--- src/rtl/alarm_pkg.sv ---
// Summary of operation
// - Two alarm channels, each with its own mode; mode none never raises an alarm.
// - Low mode raises the alarm when a new sample is below the alarm level.
// - High mode raises the alarm when a new sample is above the alarm level.
// - An active low alarm releases only once a sample exceeds level plus hysteresis.
// - An active high alarm releases only once a sample drops below level minus hysteresis.
// - A latching channel holds its alarm until the unlatch command arrives.
// - A non-latching channel clears when a later sample meets its release threshold.
// - One unlatch command clears every latched channel together.
// - While any alarm is active, an indicator shows the triggered channel number.
// - The unit selector offers six unit codes besides the default.
// - A non-default unit scales the displayed value by the operator's factor.
// - Selecting off returns the display to default units with raw samples.
// - Per alarm, channel number, level, mode and triggering sample are readable.
package alarm_pkg;
    // ==========================================================================
    // sizes and timing
    localparam int NUM_CH        = 2;
    localparam int MEAS_W        = 16;
    localparam int ADDR_W        = 6;
    localparam int CLK_HZ        = 100_000_000;
    localparam int BLINK_HALF_MS = 250;
    localparam int BLINK_HALF_CYC = (CLK_HZ / 1000) * BLINK_HALF_MS;

    // ==========================================================================
    // types
    typedef enum logic [1:0] {
        MODE_NONE = 2'b00,
        MODE_LOW  = 2'b01,
        MODE_HIGH = 2'b10
    } alarm_mode_t;

    typedef enum logic [2:0] {
        UNIT_OFF     = 3'b000,
        UNIT_VOL_PCT = 3'b001,
        UNIT_PPM     = 3'b010,
        UNIT_VPM     = 3'b011,
        UNIT_MG_M3   = 3'b100,
        UNIT_MOL_MOL = 3'b101,
        UNIT_PCT_LEL = 3'b110
    } unit_t;

    // ==========================================================================
    // register map (byte offsets)
    localparam logic [ADDR_W-1:0] OFS_CTRL     = 6'h00;
    localparam logic [ADDR_W-1:0] OFS_FACTOR   = 6'h04;
    localparam logic [ADDR_W-1:0] OFS_CH0_CFG  = 6'h08;
    localparam logic [ADDR_W-1:0] OFS_CH0_LVL  = 6'h0C;
    localparam logic [ADDR_W-1:0] OFS_CH0_HYS  = 6'h10;
    localparam logic [ADDR_W-1:0] OFS_CH1_CFG  = 6'h14;
    localparam logic [ADDR_W-1:0] OFS_CH1_LVL  = 6'h18;
    localparam logic [ADDR_W-1:0] OFS_CH1_HYS  = 6'h1C;
    localparam logic [ADDR_W-1:0] OFS_STATUS   = 6'h20;
    localparam logic [ADDR_W-1:0] OFS_INT_STAT = 6'h24;
    localparam logic [ADDR_W-1:0] OFS_INT_MASK = 6'h28;
    localparam logic [ADDR_W-1:0] OFS_CH0_TRIG = 6'h2C;
    localparam logic [ADDR_W-1:0] OFS_CH1_TRIG = 6'h30;
    localparam logic [ADDR_W-1:0] OFS_DISPLAY  = 6'h34;
    localparam logic [ADDR_W-1:0] CH_STRIDE    = 6'h0C;

    // ==========================================================================
    // fields and reset values
    localparam int CTRL_UNLATCH_BIT = 0;
    localparam int CTRL_UNIT_LSB    = 1;
    localparam int CFG_LATCH_BIT    = 2;
    localparam int STAT_NUM_LSB     = 4;
    localparam int FACTOR_FRAC      = 8;
    localparam logic [15:0] FACTOR_RST = 16'h0100;
endpackage : alarm_pkg

--- src/rtl/alarm_channel.sv ---
`timescale 1ns/100ps
`default_nettype none
module alarm_channel
    import alarm_pkg::*;
#(
    parameter int W = alarm_pkg::MEAS_W
) (
    input  wire logic                  mclk,
    input  wire logic                  arst_n,
    input  wire logic                  sample_valid,
    input  wire logic [W-1:0]          sample,
    input  wire alarm_pkg::alarm_mode_t mode,
    input  wire logic                  latch,
    input  wire logic [W-1:0]          level,
    input  wire logic [W-1:0]          hyst,
    input  wire logic                  unlatch,
    output var  logic                  active_q,
    output var  logic [W-1:0]          trig_q
);
    import alarm_pkg::*;

    // ==========================================================================
    // thresholds widened, level+hyst by one bit and level-hyst by two signed bits, so neither wraps
    logic [W:0]   rel_low;
    logic signed [W+1:0] rel_high;
    logic         trip;
    logic         release_ok;
    logic         held;

    assign rel_low  = {1'b0, level} + {1'b0, hyst};
    assign rel_high = $signed({2'b00, level}) - $signed({2'b00, hyst});

    always_comb begin
        trip       = 1'b0;
        release_ok = 1'b0;
        unique case (mode)
            MODE_LOW: begin
                trip       = sample < level;
                release_ok = {1'b0, sample} > rel_low;
            end
            MODE_HIGH: begin
                trip       = sample > level;
                release_ok = $signed({2'b00, sample}) < rel_high;
            end
            default: begin
                trip       = 1'b0;
                release_ok = 1'b0;
            end
        endcase
    end

    // unlatch takes effect first so a trip in the same cycle still wins
    assign held = active_q & ~(unlatch & latch);

    always_ff @(posedge mclk or negedge arst_n) begin
        if (!arst_n) begin
            active_q <= 1'b0;
        end else if (mode != MODE_LOW && mode != MODE_HIGH) begin
            active_q <= 1'b0;
        end else if (sample_valid) begin
            if (!held) begin
                active_q <= trip;
            end else if (!latch) begin
                active_q <= ~release_ok;
            end else begin
                active_q <= 1'b1;
            end
        end else begin
            active_q <= held;
        end
    end

    always_ff @(posedge mclk or negedge arst_n) begin
        if (!arst_n) begin
            trig_q <= '0;
        end else if (sample_valid && !held && trip) begin
            trig_q <= sample;
        end
    end

    // ==========================================================================
    // assertions
    a_none_quiet: assert property (@(posedge mclk) disable iff (!arst_n)
        (mode == MODE_NONE) |=> !active_q)
        else $error("alarm active while mode is none");
    a_low_trip: assert property (@(posedge mclk) disable iff (!arst_n)
        (sample_valid && mode == MODE_LOW && sample < level) |=> active_q)
        else $error("low alarm did not trip");
    a_high_trip: assert property (@(posedge mclk) disable iff (!arst_n)
        (sample_valid && mode == MODE_HIGH && sample > level) |=> active_q)
        else $error("high alarm did not trip");
    a_low_hold_band: assert property (@(posedge mclk) disable iff (!arst_n)
        (active_q && !unlatch && mode == MODE_LOW && sample_valid &&
         {1'b0, sample} <= {1'b0, level} + {1'b0, hyst}) |=> active_q)
        else $error("low alarm released inside hysteresis band");
    a_high_release: assert property (@(posedge mclk) disable iff (!arst_n)
        (active_q && !latch && mode == MODE_HIGH && sample_valid &&
         {1'b0, sample} + {1'b0, hyst} < {1'b0, level}) |=> !active_q)
        else $error("high alarm did not release below level minus hysteresis");
    a_latch_holds: assert property (@(posedge mclk) disable iff (!arst_n)
        (active_q && latch && !unlatch && mode != MODE_NONE) ##1
        (mode != MODE_NONE) |-> active_q)
        else $error("latched alarm dropped without unlatch");
    a_unlatch_clears: assert property (@(posedge mclk) disable iff (!arst_n)
        (active_q && latch && unlatch && !sample_valid) |=> !active_q)
        else $error("unlatch did not clear latched alarm");
    c_low_trip: cover property (@(posedge mclk) disable iff (!arst_n)
        mode == MODE_LOW && !active_q ##1 active_q);
    c_high_release: cover property (@(posedge mclk) disable iff (!arst_n)
        mode == MODE_HIGH && active_q && !latch ##1 !active_q);
    c_unlatch: cover property (@(posedge mclk) disable iff (!arst_n)
        active_q && latch && unlatch ##1 !active_q);
endmodule : alarm_channel
`default_nettype wire

--- src/rtl/alarm_hyst_top.sv ---
`timescale 1ns/100ps
`default_nettype none
module alarm_hyst_top
    import alarm_pkg::*;
#(
    parameter int W          = alarm_pkg::MEAS_W,
    parameter int BLINK_HALF = alarm_pkg::BLINK_HALF_CYC
) (
    input  wire logic                         mclk,
    input  wire logic                         arst_n,
    input  wire logic [alarm_pkg::ADDR_W-1:0] address,
    input  wire logic                         read,
    input  wire logic                         write,
    input  wire logic [31:0]                  writedata,
    input  wire logic [3:0]                   byteenable,
    output var  logic [31:0]                  readdata,
    output var  logic                         waitrequest,
    input  wire logic                         sample_valid,
    input  wire logic [W-1:0]                 sample_data,
    output var  logic                         alarm_lamp,
    output var  logic [1:0]                   alarm_num,
    output var  logic [alarm_pkg::NUM_CH-1:0] alarm_active,
    output var  logic [W-1:0]                 display_value,
    output var  logic [2:0]                   display_unit,
    output var  logic                         irq
);
    import alarm_pkg::*;

    // ==========================================================================
    // parameter checks
    if (W < 2 || W > 16) begin : g_bad_w
        $error("measurement width must be 2..16");
    end
    if (BLINK_HALF < 2) begin : g_bad_blink
        $error("blink half period must be at least 2 cycles");
    end

    // ==========================================================================
    // declarations
    logic                     wait_q;
    logic [31:0]              rdata_q;
    logic                     wr_fire;
    logic                     unlatch_q;
    unit_t                    unit_q;
    logic [15:0]              factor_q;
    alarm_mode_t              mode_q  [NUM_CH];
    logic                     latch_q [NUM_CH];
    logic [W-1:0]             level_q [NUM_CH];
    logic [W-1:0]             hyst_q  [NUM_CH];
    logic [W-1:0]             trig    [NUM_CH];
    logic [NUM_CH-1:0]        act;
    logic [NUM_CH-1:0]        act_prev_q;
    logic [NUM_CH-1:0]        int_stat_q;
    logic [NUM_CH-1:0]        int_mask_q;
    logic [NUM_CH-1:0]        int_stat_d;
    logic [NUM_CH-1:0]        w1c;
    logic [31:0]              rdata_d;
    logic [31:0]              blink_cnt_q;
    logic                     lamp_q;
    logic [1:0]               num_q;
    logic [W-1:0]             disp_q;

    function automatic logic [W-1:0] scale(input logic [W-1:0] s, input logic [15:0] f);
        logic [W+15:0] prod;
        logic [W+15:0] shifted;
        prod    = {{16{1'b0}}, s} * {{W{1'b0}}, f};
        shifted = prod >> FACTOR_FRAC;
        if (|shifted[W+15:W]) begin
            scale = '1;
        end else begin
            scale = shifted[W-1:0];
        end
    endfunction : scale

    function automatic logic [ADDR_W-1:0] word(input logic [ADDR_W-1:0] a);
        word = {a[ADDR_W-1:2], 2'b00};
    endfunction : word

    // ==========================================================================
    // avalon slave: one wait cycle, write lands on the waitrequest-low edge
    assign wr_fire = write && !wait_q;

    always_ff @(posedge mclk or negedge arst_n) begin
        if (!arst_n) begin
            wait_q <= 1'b1;
        end else begin
            wait_q <= !((read || write) && wait_q);
        end
    end

    always_comb begin
        rdata_d = 32'h0000_0000;
        unique case (word(address))
            OFS_CTRL:     rdata_d[CTRL_UNIT_LSB +: 3] = unit_q;
            OFS_FACTOR:   rdata_d[15:0] = factor_q;
            OFS_CH0_CFG:  rdata_d[CFG_LATCH_BIT:0] = {latch_q[0], mode_q[0]};
            OFS_CH0_LVL:  rdata_d[W-1:0] = level_q[0];
            OFS_CH0_HYS:  rdata_d[W-1:0] = hyst_q[0];
            OFS_CH1_CFG:  rdata_d[CFG_LATCH_BIT:0] = {latch_q[1], mode_q[1]};
            OFS_CH1_LVL:  rdata_d[W-1:0] = level_q[1];
            OFS_CH1_HYS:  rdata_d[W-1:0] = hyst_q[1];
            OFS_STATUS:   rdata_d[STAT_NUM_LSB+1:0] = {num_q, 2'b00, act};
            OFS_INT_STAT: rdata_d[NUM_CH-1:0] = int_stat_q;
            OFS_INT_MASK: rdata_d[NUM_CH-1:0] = int_mask_q;
            OFS_CH0_TRIG: rdata_d[W-1:0] = trig[0];
            OFS_CH1_TRIG: rdata_d[W-1:0] = trig[1];
            OFS_DISPLAY:  rdata_d[W-1:0] = disp_q;
            default:      rdata_d = 32'h0000_0000;
        endcase
    end

    always_ff @(posedge mclk or negedge arst_n) begin
        if (!arst_n) begin
            rdata_q <= 32'h0000_0000;
        end else if (read && wait_q) begin
            rdata_q <= rdata_d;
        end
    end

    // ==========================================================================
    // configuration registers; byte lane 0 carries control, lanes 0-1 levels
    always_ff @(posedge mclk or negedge arst_n) begin
        if (!arst_n) begin
            unlatch_q <= 1'b0;
            unit_q    <= UNIT_OFF;
            factor_q  <= FACTOR_RST;
        end else begin
            unlatch_q <= wr_fire && word(address) == OFS_CTRL && byteenable[0] &&
                         writedata[CTRL_UNLATCH_BIT];
            if (wr_fire && word(address) == OFS_CTRL && byteenable[0] &&
                writedata[CTRL_UNIT_LSB +: 3] <= UNIT_PCT_LEL) begin
                unit_q <= unit_t'(writedata[CTRL_UNIT_LSB +: 3]);
            end
            if (wr_fire && word(address) == OFS_FACTOR) begin
                if (byteenable[0]) factor_q[7:0]  <= writedata[7:0];
                if (byteenable[1]) factor_q[15:8] <= writedata[15:8];
            end
        end
    end

    for (genvar c = 0; c < NUM_CH; c++) begin : g_cfg
        localparam logic [ADDR_W-1:0] CFG = OFS_CH0_CFG + ADDR_W'(c) * CH_STRIDE;
        localparam logic [ADDR_W-1:0] LVL = OFS_CH0_LVL + ADDR_W'(c) * CH_STRIDE;
        localparam logic [ADDR_W-1:0] HYS = OFS_CH0_HYS + ADDR_W'(c) * CH_STRIDE;
        logic [31:0] lvl_wr;
        logic [31:0] hys_wr;
        assign lvl_wr = {{(32-W){1'b0}}, level_q[c]};
        assign hys_wr = {{(32-W){1'b0}}, hyst_q[c]};

        always_ff @(posedge mclk or negedge arst_n) begin
            if (!arst_n) begin
                mode_q[c]  <= MODE_NONE;
                latch_q[c] <= 1'b0;
                level_q[c] <= '0;
                hyst_q[c]  <= '0;
            end else if (wr_fire) begin
                if (word(address) == CFG && byteenable[0]) begin
                    mode_q[c]  <= (writedata[1:0] == MODE_LOW ||
                                   writedata[1:0] == MODE_HIGH) ?
                                  alarm_mode_t'(writedata[1:0]) : MODE_NONE;
                    latch_q[c] <= writedata[CFG_LATCH_BIT];
                end
                if (word(address) == LVL) begin
                    level_q[c] <= W'({byteenable[1] ? writedata[15:8] : lvl_wr[15:8],
                                      byteenable[0] ? writedata[7:0]  : lvl_wr[7:0]});
                end
                if (word(address) == HYS) begin
                    hyst_q[c] <= W'({byteenable[1] ? writedata[15:8] : hys_wr[15:8],
                                     byteenable[0] ? writedata[7:0]  : hys_wr[7:0]});
                end
            end
        end

        alarm_channel #(.W(W)) u_ch (
            .mclk         (mclk),
            .arst_n       (arst_n),
            .sample_valid (sample_valid),
            .sample       (sample_data),
            .mode         (mode_q[c]),
            .latch        (latch_q[c]),
            .level        (level_q[c]),
            .hyst         (hyst_q[c]),
            .unlatch      (unlatch_q),
            .active_q     (act[c]),
            .trig_q       (trig[c])
        );
    end

    // ==========================================================================
    // interrupts: rising alarm sets a sticky bit; the set beats a w1c clear
    assign w1c = (wr_fire && word(address) == OFS_INT_STAT && byteenable[0]) ?
                 writedata[NUM_CH-1:0] : '0;
    assign int_stat_d = (int_stat_q & ~w1c) | (act & ~act_prev_q);

    always_ff @(posedge mclk or negedge arst_n) begin
        if (!arst_n) begin
            act_prev_q <= '0;
            int_stat_q <= '0;
            int_mask_q <= '0;
            irq        <= 1'b0;
        end else begin
            act_prev_q <= act;
            int_stat_q <= int_stat_d;
            if (wr_fire && word(address) == OFS_INT_MASK && byteenable[0]) begin
                int_mask_q <= writedata[NUM_CH-1:0];
            end
            irq <= |(int_stat_d & ((wr_fire && word(address) == OFS_INT_MASK &&
                    byteenable[0]) ? writedata[NUM_CH-1:0] : int_mask_q));
        end
    end

    // ==========================================================================
    // indicators: channel number and blinking lamp
    always_ff @(posedge mclk or negedge arst_n) begin
        if (!arst_n) begin
            num_q <= 2'h0;
        end else begin
            num_q <= act[0] ? 2'h1 : (act[1] ? 2'h2 : 2'h0);
        end
    end

    // the lamp restarts its on phase with each new alarm episode
    always_ff @(posedge mclk or negedge arst_n) begin
        if (!arst_n) begin
            blink_cnt_q <= 32'h0000_0000;
            lamp_q      <= 1'b0;
        end else if (act == '0) begin
            blink_cnt_q <= 32'h0000_0000;
            lamp_q      <= 1'b0;
        end else if (blink_cnt_q == 32'(BLINK_HALF - 1) || !lamp_q && blink_cnt_q == '0 &&
                     act_prev_q == '0) begin
            blink_cnt_q <= 32'h0000_0000;
            lamp_q      <= ~lamp_q;
        end else begin
            blink_cnt_q <= blink_cnt_q + 32'h0000_0001;
        end
    end

    // ==========================================================================
    // display value: raw in default units, scaled otherwise
    always_ff @(posedge mclk or negedge arst_n) begin
        if (!arst_n) begin
            disp_q <= '0;
        end else if (sample_valid) begin
            disp_q <= (unit_q == UNIT_OFF) ? sample_data :
                      scale(sample_data, factor_q);
        end
    end

    assign readdata      = rdata_q;
    assign waitrequest   = wait_q;
    assign alarm_lamp    = lamp_q;
    assign alarm_num     = num_q;
    assign alarm_active  = act;
    assign display_value = disp_q;
    assign display_unit  = unit_q;

    // ==========================================================================
    // assertions
    a_bus_one_wait: assert property (@(posedge mclk) disable iff (!arst_n)
        ((read || write) && wait_q) |=> !wait_q ##1 wait_q)
        else $error("bus answer not exactly one cycle after request");
    a_num_tracks: assert property (@(posedge mclk) disable iff (!arst_n)
        act[0] |=> num_q == 2'h1)
        else $error("indicator does not show channel 1");
    a_lamp_idle: assert property (@(posedge mclk) disable iff (!arst_n)
        (act == '0) |=> !lamp_q)
        else $error("lamp lit with no alarm");
    a_lamp_starts: assert property (@(posedge mclk) disable iff (!arst_n)
        (act_prev_q == '0 && act != '0) |=> lamp_q)
        else $error("lamp did not light on new alarm");
    a_unit_raw: assert property (@(posedge mclk) disable iff (!arst_n)
        (sample_valid && unit_q == UNIT_OFF) |=> disp_q == $past(sample_data))
        else $error("default units not raw sample");
    a_irq_level: assert property (@(posedge mclk) disable iff (!arst_n)
        irq == |(int_stat_q & int_mask_q))
        else $error("irq disagrees with masked status");
    a_set_wins: assert property (@(posedge mclk) disable iff (!arst_n)
        (act[0] && !act_prev_q[0]) |=> int_stat_q[0])
        else $error("alarm event lost");
    // a sticky bit may only fall through a one written to it
    a_stat_sticky: assert property (@(posedge mclk) disable iff (!arst_n)
        (int_stat_q[0] && !w1c[0]) |=> int_stat_q[0])
        else $error("status bit dropped without a clear");
    a_num_second: assert property (@(posedge mclk) disable iff (!arst_n)
        (act == 2'b10) |=> num_q == 2'h2)
        else $error("indicator does not show channel 2");
    // a refused unit code must leave the current selection alone
    a_unit_refused: assert property (@(posedge mclk) disable iff (!arst_n)
        (wr_fire && word(address) == OFS_CTRL && byteenable[0] &&
         writedata[CTRL_UNIT_LSB +: 3] > UNIT_PCT_LEL) |=> unit_q == $past(unit_q))
        else $error("refused unit code was stored");
    // unity factor is the one scaling whose result is known without arithmetic
    a_unity_scale: assert property (@(posedge mclk) disable iff (!arst_n)
        (sample_valid && unit_q != UNIT_OFF && factor_q == FACTOR_RST) |=>
        disp_q == $past(sample_data))
        else $error("unity factor altered the displayed value");
    c_both_alarms: cover property (@(posedge mclk) disable iff (!arst_n) act == 2'b11);
    c_lamp_blinks: cover property (@(posedge mclk) disable iff (!arst_n)
        lamp_q ##1 !lamp_q && act != '0);
endmodule : alarm_hyst_top
`default_nettype wire

--- config.mk ---
export PLATFORM = sky130hd
export DESIGN_NAME = alarm_hyst_top
export DESIGN_NICKNAME = d
export VERILOG_FILES = /design/src/rtl/alarm_pkg.sv /design/src/rtl/alarm_channel.sv /design/src/rtl/alarm_hyst_top.sv
export SDC_FILE = /design/constraint.sdc
export NUM_CORES = 1
export LEC_CHECK = 0
export BUFFER_PORTS_ARGS = -buffer_cell sky130_fd_sc_hd__buf_2
export CAP_MARGIN = 20
export CORE_UTILIZATION = 50
export CTS_BUF_LIST = sky130_fd_sc_hd__clkbuf_16
export DETAILED_ROUTE_END_ITERATION = 16
export PLACE_DENSITY = 0.7
export RECOVER_POWER = 100
export SETUP_SLACK_MARGIN = 0.3
export SLEW_MARGIN = 5
export SYNTH_ARGS = -nofsm -noshare
export SYNTH_HDL_FRONTEND = slang
export SYNTH_SLANG_ARGS = --single-unit
--- constraint.sdc ---
create_clock -name mclk -period 17.75 [get_ports mclk]
set_input_delay 4.4375 -clock mclk [delete_from_list [all_inputs] [get_ports mclk]]
set_output_delay 4.4375 -clock mclk [all_outputs]
set_load 0.05 [all_outputs]
# After elaboration in Yosys (flattened, before gate mapping)
# Cells that the tools add are included.
# totals
reg_bits	199
in_bits	63
# op_classes
add_sub_neg	5
n_mul	1
n_lt_le_gt_ge	9
eq_ne	24
mux	29
bitwise_logic	15
reduce_logical	50
# ops
cell	count
10-bit one-hot mux with 8 select lines	1
32-bit two-way mux	2
17-bit by 18-bit < comparator with 1-bit output	2
16-bit by 16-bit adder with 17-bit output	2
16-bit by 17-bit greater-than comparator with 1-bit output	2
16-bit by 16-bit subtractor with 17-bit output	2
32-bit by 1-bit adder with 32-bit output (second input constant)	1
32-bit by 25-bit == test with 1-bit output (second input constant)	1
16-bit greater-than comparator	2
32-bit logical NOT	1
16-bit < comparator	2
16-bit by 16-bit multiplier with 32-bit output	1
16-bit two-way mux	2
4-bit == test (second input constant)	6
3-bit AND reduction	8
1-bit logical AND	22
2-bit one-hot mux with 9 select lines	1
4-bit by 3-bit == test with 1-bit output (second input constant)	4
1-bit one-hot mux with 14 select lines	1
1-bit one-hot mux with 13 select lines	1
1-bit one-hot mux with 11 select lines	1
1-bit two-way mux	10
2-bit two-way mux	5
1-bit one-hot mux with 9 select lines	1
other kinds (22)	52

# Depth between registers and ports, before layout
# Gate-level depths: netlist of run 1.
# logic_depth
ltp_word	10
mapped_depth	27
mapped_depth_nobuf	24

# Hierarchy
# A second synthesis of run 1 with hierarchy kept.
# unflattened
hier_cells	2471
area_unflattened_um2	22874.4
# modules_own_cells
mod	n_inst	cells_per_inst	area_each_um2
alarm_hyst_top	1	1665	16211.8
alarm_channel (g_cfg[1].u_ch)	1	402	3340.7
alarm_channel (g_cfg[0].u_ch)	1	404	3321.9

# Worst setup path after synthesis of run 1
# OpenSTA, ideal clock, no wires.
# synth_path
kind	input to register
start	in sample_data[5]
end	reg disp_q[10] (netlist: display_value[10])
arrival_ns	10.941
t_required_ns	17.626
path_slack_ns	6.685
cell_stages	27
path_buffers	4
cell_sequence	clkbuf_1 > clkbuf_1 > nand2_1 > fa_1 > inv_1 > fa_1 > inv_1 > fa_1 > inv_1 > fa_1 > fa_1 > inv_1 > fa_1 > inv_1 > ha_1 > clkbuf_1 > a21oi_1 > nand2b_1 > nand4b_1 > o31a_1 > a211o_1 > a21oi_1 > a41oi_1 > mux2i_1 > nor4_4 > buf_6 > a21oi_1
# synth_via
elab_chain_cells	4
# synth_lines
item	line_no	source
start, declared	alarm_hyst_top.sv:19	input wire logic [W-1:0] sample_data,
16-bit by 16-bit multiplier with 32-bit output *	alarm_hyst_top.sv:66	prod = {{16{1'b0}}, s} * {{W{1'b0}}, f};
8-bit OR reduction	alarm_hyst_top.sv:68	if (|shifted[W+15:W]) begin
16-bit two-way mux *	alarm_hyst_top.sv:68	
16-bit two-way mux *	alarm_hyst_top.sv:245	disp_q <= (unit_q == UNIT_OFF) ? sample_data :
end signal, assigned	alarm_hyst_top.sv:245	
end, declared	alarm_hyst_top.sv:61	logic [W-1:0] disp_q;
# Mark *: on every way between the ends. The rest lies on a longest branch, timed or not.
# A chain may end at the register's enable or synchronous reset.

# Worst setup path in the final report of run 1
# layout_path
start	in sample_data[0]
end	reg disp_q[10] (netlist: display_value[10])
# Same word-level chain as after synthesis.

==> flow_metrics.env, run 1 <==
export IMPL_status="finished with violations"
export IMPL_violations="capacitance limit, slew limit"
export IMPL_ys_flop_type="dfrtp_1"
export IMPL_ant_nets=0
export IMPL_grt_pass1_wl_mm=102
export IMPL_syn_inst=2488
export IMPL_max_slew_margin_pct=-162
export IMPL_finish_net_count=3035
export IMPL_drt_total_wl_mm=64.2
export IMPL_powerDensity_nw_per_um2=123
export IMPL_netlist_area_um2=22200
export IMPL_hpwl_mm=49.2
export IMPL_vias=18035
export IMPL_drtIter0Drc=1511
export IMPL_path_class="input pin to flip-flop"
export IMPL_routed_via_density=5.80
export IMPL_clock_latency_ns=0.47
export IMPL_syn2layout_area_growth_pct=6.07
export IMPL_rsz0062_at_grt="no"
export IMPL_p_leak_uw=0.0115
export IMPL_wire_per_inst_um=20.6
export IMPL_r2r_cells=24
export IMPL_post_route_min_period_ns=13.23
export IMPL_dieArea_um2=45200
export IMPL_synth_cell_types=69
export IMPL_crit_path_end="display_value[10]"
export IMPL_seq_area_frac_synth_pct=22.3
export IMPL_htreeDepth=4
export IMPL_r2r_end="display_value[10]"
export IMPL_async_reset_ff_share_pct=100
export IMPL_yosysWarnings=0
export IMPL_grtUsageTotal_pct=29.9
export IMPL_ctsResizeCount=0
export IMPL_postCtsSetupBuffers=0
export IMPL_fp_dieH_um=213
export IMPL_cts_hold_buf=0
export IMPL_coreArea_um2=43500
export IMPL_synth_edff_count=0
export IMPL_pre_cts_ws_ns=5.81
export IMPL_final_core_util_pct=54.1
export IMPL_worstMarginPinSlew_ns=3.93
export IMPL_rows=76
export IMPL_die_w_um=213
export IMPL_route_detailed_drc=0
export IMPL_overflow=0
export IMPL_drive_gt1_share_pct=6.50
export IMPL_maxSlewViolCount=236
export IMPL_synth_seq_cells=198
export IMPL_layout_commonest_cell="inv_1"
export IMPL_startpoint="sample_data[0]"
export IMPL_hold_viol_final=0
export IMPL_reg2reg_slack_ns=8.13
export IMPL_rr_startpoint="factor_q[9]"
export IMPL_cts_root_buffer="clkbuf_16"
export IMPL_io_buffers=84
export IMPL_start_kind="input pin"
export IMPL_drv_cap=5
export IMPL_path_max_fanout=19
export IMPL_worst_endpoint_required_ns=17.94
export IMPL_place_gp_congestion=0.948
export IMPL_grt_max_degree=74
export IMPL_fin_crit_sh_pct=74.5
export IMPL_fmax_mhz=75.6
export IMPL_layout_common_cells="352 x inv_1, 268 x nand2_1, 265 x ha_1"
export IMPL_cts_tree="done"
export IMPL_grt_pass1_vias=18310
export IMPL_hold_path_class="flip-flop to flip-flop"
export IMPL_fin_setup_tns_ns=0
export IMPL_clock_path_buffers=2
export IMPL_first_pass_iters=6
export IMPL_crit_path_end_kind="flip-flop"
export IMPL_fin_ws_ns=4.52
export IMPL_arrival_ns=13.41
export IMPL_setup_violations=0
export IMPL_antenna_found_initial=1
export IMPL_synth_area_per_cell_um2=8.92
export IMPL_clk_pin_slew_ns=0.07
export IMPL_initial_core_util_pct=51.1
export IMPL_fin_skew_ns=0.0130
export IMPL_clock_sinks=198
export IMPL_ir_worst_vdd_uv=84.8
export IMPL_ios=121
export IMPL_cts_inserted_buffers=17
==> worst min-delay path by stage <==
stage                          to              startpoint  cells past startpoint
finish                readdata[3]             readdata[3]                      2
global route          readdata[3]             readdata[3]                      2
CTS                   readdata[3]             readdata[3]                      2
detailed placement    readdata[3]             readdata[3]                      2
global placement      waitrequest             waitrequest                      1
floorplan           act_prev_q[1]  g_cfg[1].u_ch.active_q                      0
==> cell usage after synthesis (all sizes together) (59+ instances only) <==
| cell | count | share of area [%] |
|---|---|---|
| ha | 265 | 15 |
| fa | 197 | 18 |
| xnor2 | 63 | 2.5 |
| clkbuf | 102 | 1.7 |
| inv | 352 | 6.0 |
| a21oi | 113 | 2.6 |
| mux2 | 59 | 3.0 |
| nand2 | 268 | 4.5 |
| and2 | 143 | 4.0 |
| dfrtp | 196 | 22 |
| nor2 | 106 | 1.8 |
| o21ai | 138 | 3.1 |
==> kinds of logic after synthesis <==
family / Yosys count / synth area share (%)
other: 1 / 0.0169
and+or+nand+nor: 723 / 16.0
buffers and inverters: 480 / 8.49
DFF: 198 / 22.3
adders and majority gates: 462 / 32.7
AOI/OAI and AO/OA: 458 / 13.1
muxes: 66 / 3.31
xor gates and xnor gates: 100 / 3.95
==> registers in the layout, indices dropped and copies added (netlist names), 3 cells and up <==
name / count
blink_cnt_q: 32
display_unit: 3
display_value: 16
factor_q: 16
g_cfg.hys_wr: 32
g_cfg.lvl_wr: 32
g_cfg.u_ch.trig_q: 32
mode_q: 4
readdata: 16
==> stage by stage <==
step | instance area [um2] | total power [uW] | std cells | hold WS [ns]
6_report | 23500 | 2900 | 3109 | 0.482
5_1_grt | 23500 | 3190 | 3108 | 0.505
4_1_cts | 23600 | 2910 | 3104 | 0.485
3_5_place_dp | 23100 | 2520 | 3072 | 0.470
3_3_place_gp | 23100 | 2470 | 3070 | 0.460
2_1_floorplan | 22200 | 2040 | 2503 | 0.433
==> metal layers <==
metal / vias to the layer above / track usage [%] / share of wire, %
li1: 8233 / - / -
met2: 639 / 47.6 / 46
met5: - / 0 / 0
met4: 0 / 9.33 / 3.0
met3: 109 / 5.10 / 6.9
met1: 9054 / 41.4 / 44
==> critical path, stage by stage <==
cell      delay, ns
clkbuf_1       0.72
nand2_1        0.16
fa_1           0.49
fa_1           0.49
inv_1          0.06
fa_1           0.52
fa_1           0.53
fa_1           0.55
inv_1          0.05
fa_1           0.52
inv_1          0.04
ha_1           0.36
and4_1         0.26
nand2b_1       0.08
nand4b_1       0.11
o31a_1         0.28
a211o_1        0.42
a21oi_1        0.34
a41oi_1        0.22
mux2i_1        0.16
nor4_1         2.36
a21oi_1        0.23
==> report_power, final <==
| group | switching [uW] | internal [uW] |
|---|---|---|
| clock | 180 | 190 |
| sequential | 118 | 519 |
| combinational | 1120 | 780 |
| total | 1410 | 1490 |
==> layout make-up <==
class / instances / area [um2]
Clock inverter: 15 / 113
Antenna cell: 1 / 2.50
Fill cell: 4027 / 19900
Clock buffer: 17 / 425
Tap cell: 585 / 732
Timing Repair Buffer: 116 / 571
Inverter: 352 / 1320
Multi-Input combinational cell: 1825 / 15400
Sequential cell: 198 / 4960
Power figures use the tool's default switching activity.
==> inputs of run 2 (changes only) <==
==> constraint.sdc (replaced) <==
create_clock -name mclk -period 12.55 [get_ports mclk]
set_input_delay 3.1375 -clock mclk [delete_from_list [all_inputs] [get_ports mclk]]
set_output_delay 3.1375 -clock mclk [all_outputs]
set_load 0.05 [all_outputs]
==> run 2 against run 1 <==
Register-to-register slack worse by 3.7 ns. Sequential cell count unchanged. Clock power up 55%. Largest power group unchanged. The run still ends with capacitance limit, slew limit left. First-iteration DRC count down 20%. Setup slack worse by 3.0 ns. Non-clock buffer count down 6. Core utilization about the same. Sequential share of layout area about the same. Critical path depth unchanged.
==> flow_metrics.env, run 2 (synthesized netlist as in run 1, its figures left out) <==
export IMPL_status="finished with violations"
export IMPL_violations="capacitance limit, slew limit"
export IMPL_io_buffers=84
export IMPL_clock_sinks=198
export IMPL_crit_top_cell="fa_1"
export IMPL_powerDensity_nw_per_um2=177
export IMPL_die_w_um=213
export IMPL_hpwl_mm=50.6
export IMPL_coreArea_um2=43500
export IMPL_grt_pass1_vias=18408
export IMPL_cts_inserted_buffers=17
export IMPL_cts_hold_buf=0
export IMPL_clockPowerShare_pct=13.8
export IMPL_layout_common_cells="352 x inv_1, 268 x nand2_1, 265 x ha_1"
export IMPL_hold_path_class="flip-flop to flip-flop"
export IMPL_place_area_um2=23100
export IMPL_fmax_mhz=90.4
export IMPL_maxSlewViolCount=240
export IMPL_antenna_found_initial=0
export IMPL_cp_top_family="adder cells"
export IMPL_fin_skew_ns=0.0132
export IMPL_fp_dieH_um=213
export IMPL_post_route_min_period_ns=11.06
export IMPL_fin_setup_tns_ns=0
export IMPL_wire_per_inst_um=21.1
export IMPL_startpoint="sample_data[1]"
export IMPL_design_area_um2=23600
export IMPL_power_frac_seq_pct=21.5
export IMPL_fin_crit_sh_pct=88.1
export IMPL_dieArea_um2=45200
export IMPL_overflow=0
export IMPL_ios=121
export IMPL_max_slew_margin_pct=-185
export IMPL_rsz0062_at_grt="no"
export IMPL_worst_endpoint_required_ns=12.85
export IMPL_arrival_ns=11.36
export IMPL_power_net_switching_uw=2030
export IMPL_initial_core_util_pct=51.1
export IMPL_drv_cap=5
export IMPL_finish_net_count=3029
export IMPL_vias=18086
export IMPL_clock_latency_ns=0.47
export IMPL_hold_viol_final=0
export IMPL_crit_path_end_kind="flip-flop"
export IMPL_grt_pass1_wl_mm=104
export IMPL_path_max_fanout=19
export IMPL_route_detailed_drc=0
export IMPL_htreeDepth=4
export IMPL_clock_path_buffers=2
export IMPL_first_pass_iters=6
export IMPL_path_buf_inv=4
export IMPL_worstMarginPinSlew_ns=4.27
export IMPL_power_uw=4170
export IMPL_power_internal_uw=2130
export IMPL_syn2layout_area_growth_pct=6.16
export IMPL_cts_root_buffer="clkbuf_16"
export IMPL_combPwrFrac_pct=64.7
export IMPL_p_leak_uw=0.0115
export IMPL_clk_pin_slew_ns=0.07
export IMPL_setup_violations=0
export IMPL_hp_start="readdata[3]"
export IMPL_grt_max_degree=76
export IMPL_max_stage_delay_ns=0.96
export IMPL_drtIter0Drc=1206
export IMPL_drt_total_wl_mm=65.3
export IMPL_place_gp_congestion=0.971
export IMPL_ir_worst_vdd_uv=99.8
export IMPL_swShare_pct=48.8
export IMPL_rows=76
export IMPL_drive_gt1_share_pct=6.44
export IMPL_cts_tree="done"
export IMPL_antennaDiodeCount=0
export IMPL_ant_nets=0
export IMPL_rr_startpoint="factor_q[9]"
export IMPL_path_cells="clkbuf_1, clkbuf_1, and2_0, fa_1, fa_1, ha_1, inv_1, fa_1, fa_1, fa_1, inv_1, ha_1, a21oi_1, nor2b_1, a211oi_1, a211oi_1, a211o_1, a21oi_1, a41oi_1, mux2i_1, nor4_4, a21oi_1"
export IMPL_grtUsageTotal_pct=30.4
export IMPL_postCtsSetupBuffers=0
export IMPL_routed_via_density=5.83
export IMPL_ctsResizeCount=0
export IMPL_layout_commonest_cell="inv_1"
export IMPL_path_class="input pin to flip-flop"
export IMPL_start_kind="input pin"
export IMPL_crit_slowest_cell="clkbuf_1"
[run 2: cell count changes in the layout (fill, tap and decap cells not counted), sizes merged]
cell      change
clkinvlp      -2
inv           +6
clkbuf        -2
clkinv        -5
diode         -1
buf           -4
bufinv        +1
[run 2: cell type report]
class | count | area (um2)
sequential | 198 | 4960
clock buffer | 17 | 425
inverter | 352 | 1320
timing repair buffer | 110 | 537
fill | 4036 | 19900
clock inverter | 15 | 166
tap | 585 | 732
multi-input combinational | 1825 | 15400
[run 2: stage by stage]
stage	cells	hold slack, ns	worst slack (ns)	utilization, %
6_report	3102	0.479	1.49	54.2
5_1_grt	3102	0.523	1.02	54.2
4_1_cts	3102	0.483	2.29	54.5
3_3_place_gp	3068	0.460	1.93	53.0
2_1_floorplan	2503	0.433	2.78	-
3_5_place_dp	3070	0.466	1.81	53.1
[run 2: layer usage]
metal  vias to the layer above  wire (um)  GRT usage [%]
met5                         -          0              0
met3                       125       4960           6.07
li1                       8232          -              -
met2                       679      29900           48.4
met4                         0       2310           10.9
met1                      9050      28100           41.0
[run 2: path summary, 6_finish.rpt]
kind	endpoint	slack [ns]	cells after the start
worst max-delay path	display_value[3]	1.49	22
worst min-delay path	readdata[3]	0.48	2
worst max register to register	display_value[3]	4.47	23
worst min register to register	readdata[3]	0.48	2
max in group asynchronous	g_cfg[0].lvl_wr[0]	3.45	2
min in group asynchronous	display_value[14]	4.17	1
[run 2: worst min-delay path: cells and delay by family, from the launching register on]
family / cells / cell delay (ns)
and+or+nand+nor: 1 / 0.05
AOI/OAI and AO/OA: 1 / 0.06
DFF: 1 / 0.34
[run 2: power groups by stage]
stage          clock [uW]  combinational [uW]  sequential, uW
3_5_place_dp            0                2670             903
3_3_place_gp            0                2620             899
2_1_floorplan           0                1980             912
6_report              574                2700             896
4_1_cts               579                2700             891
5_1_grt               601                3060             903
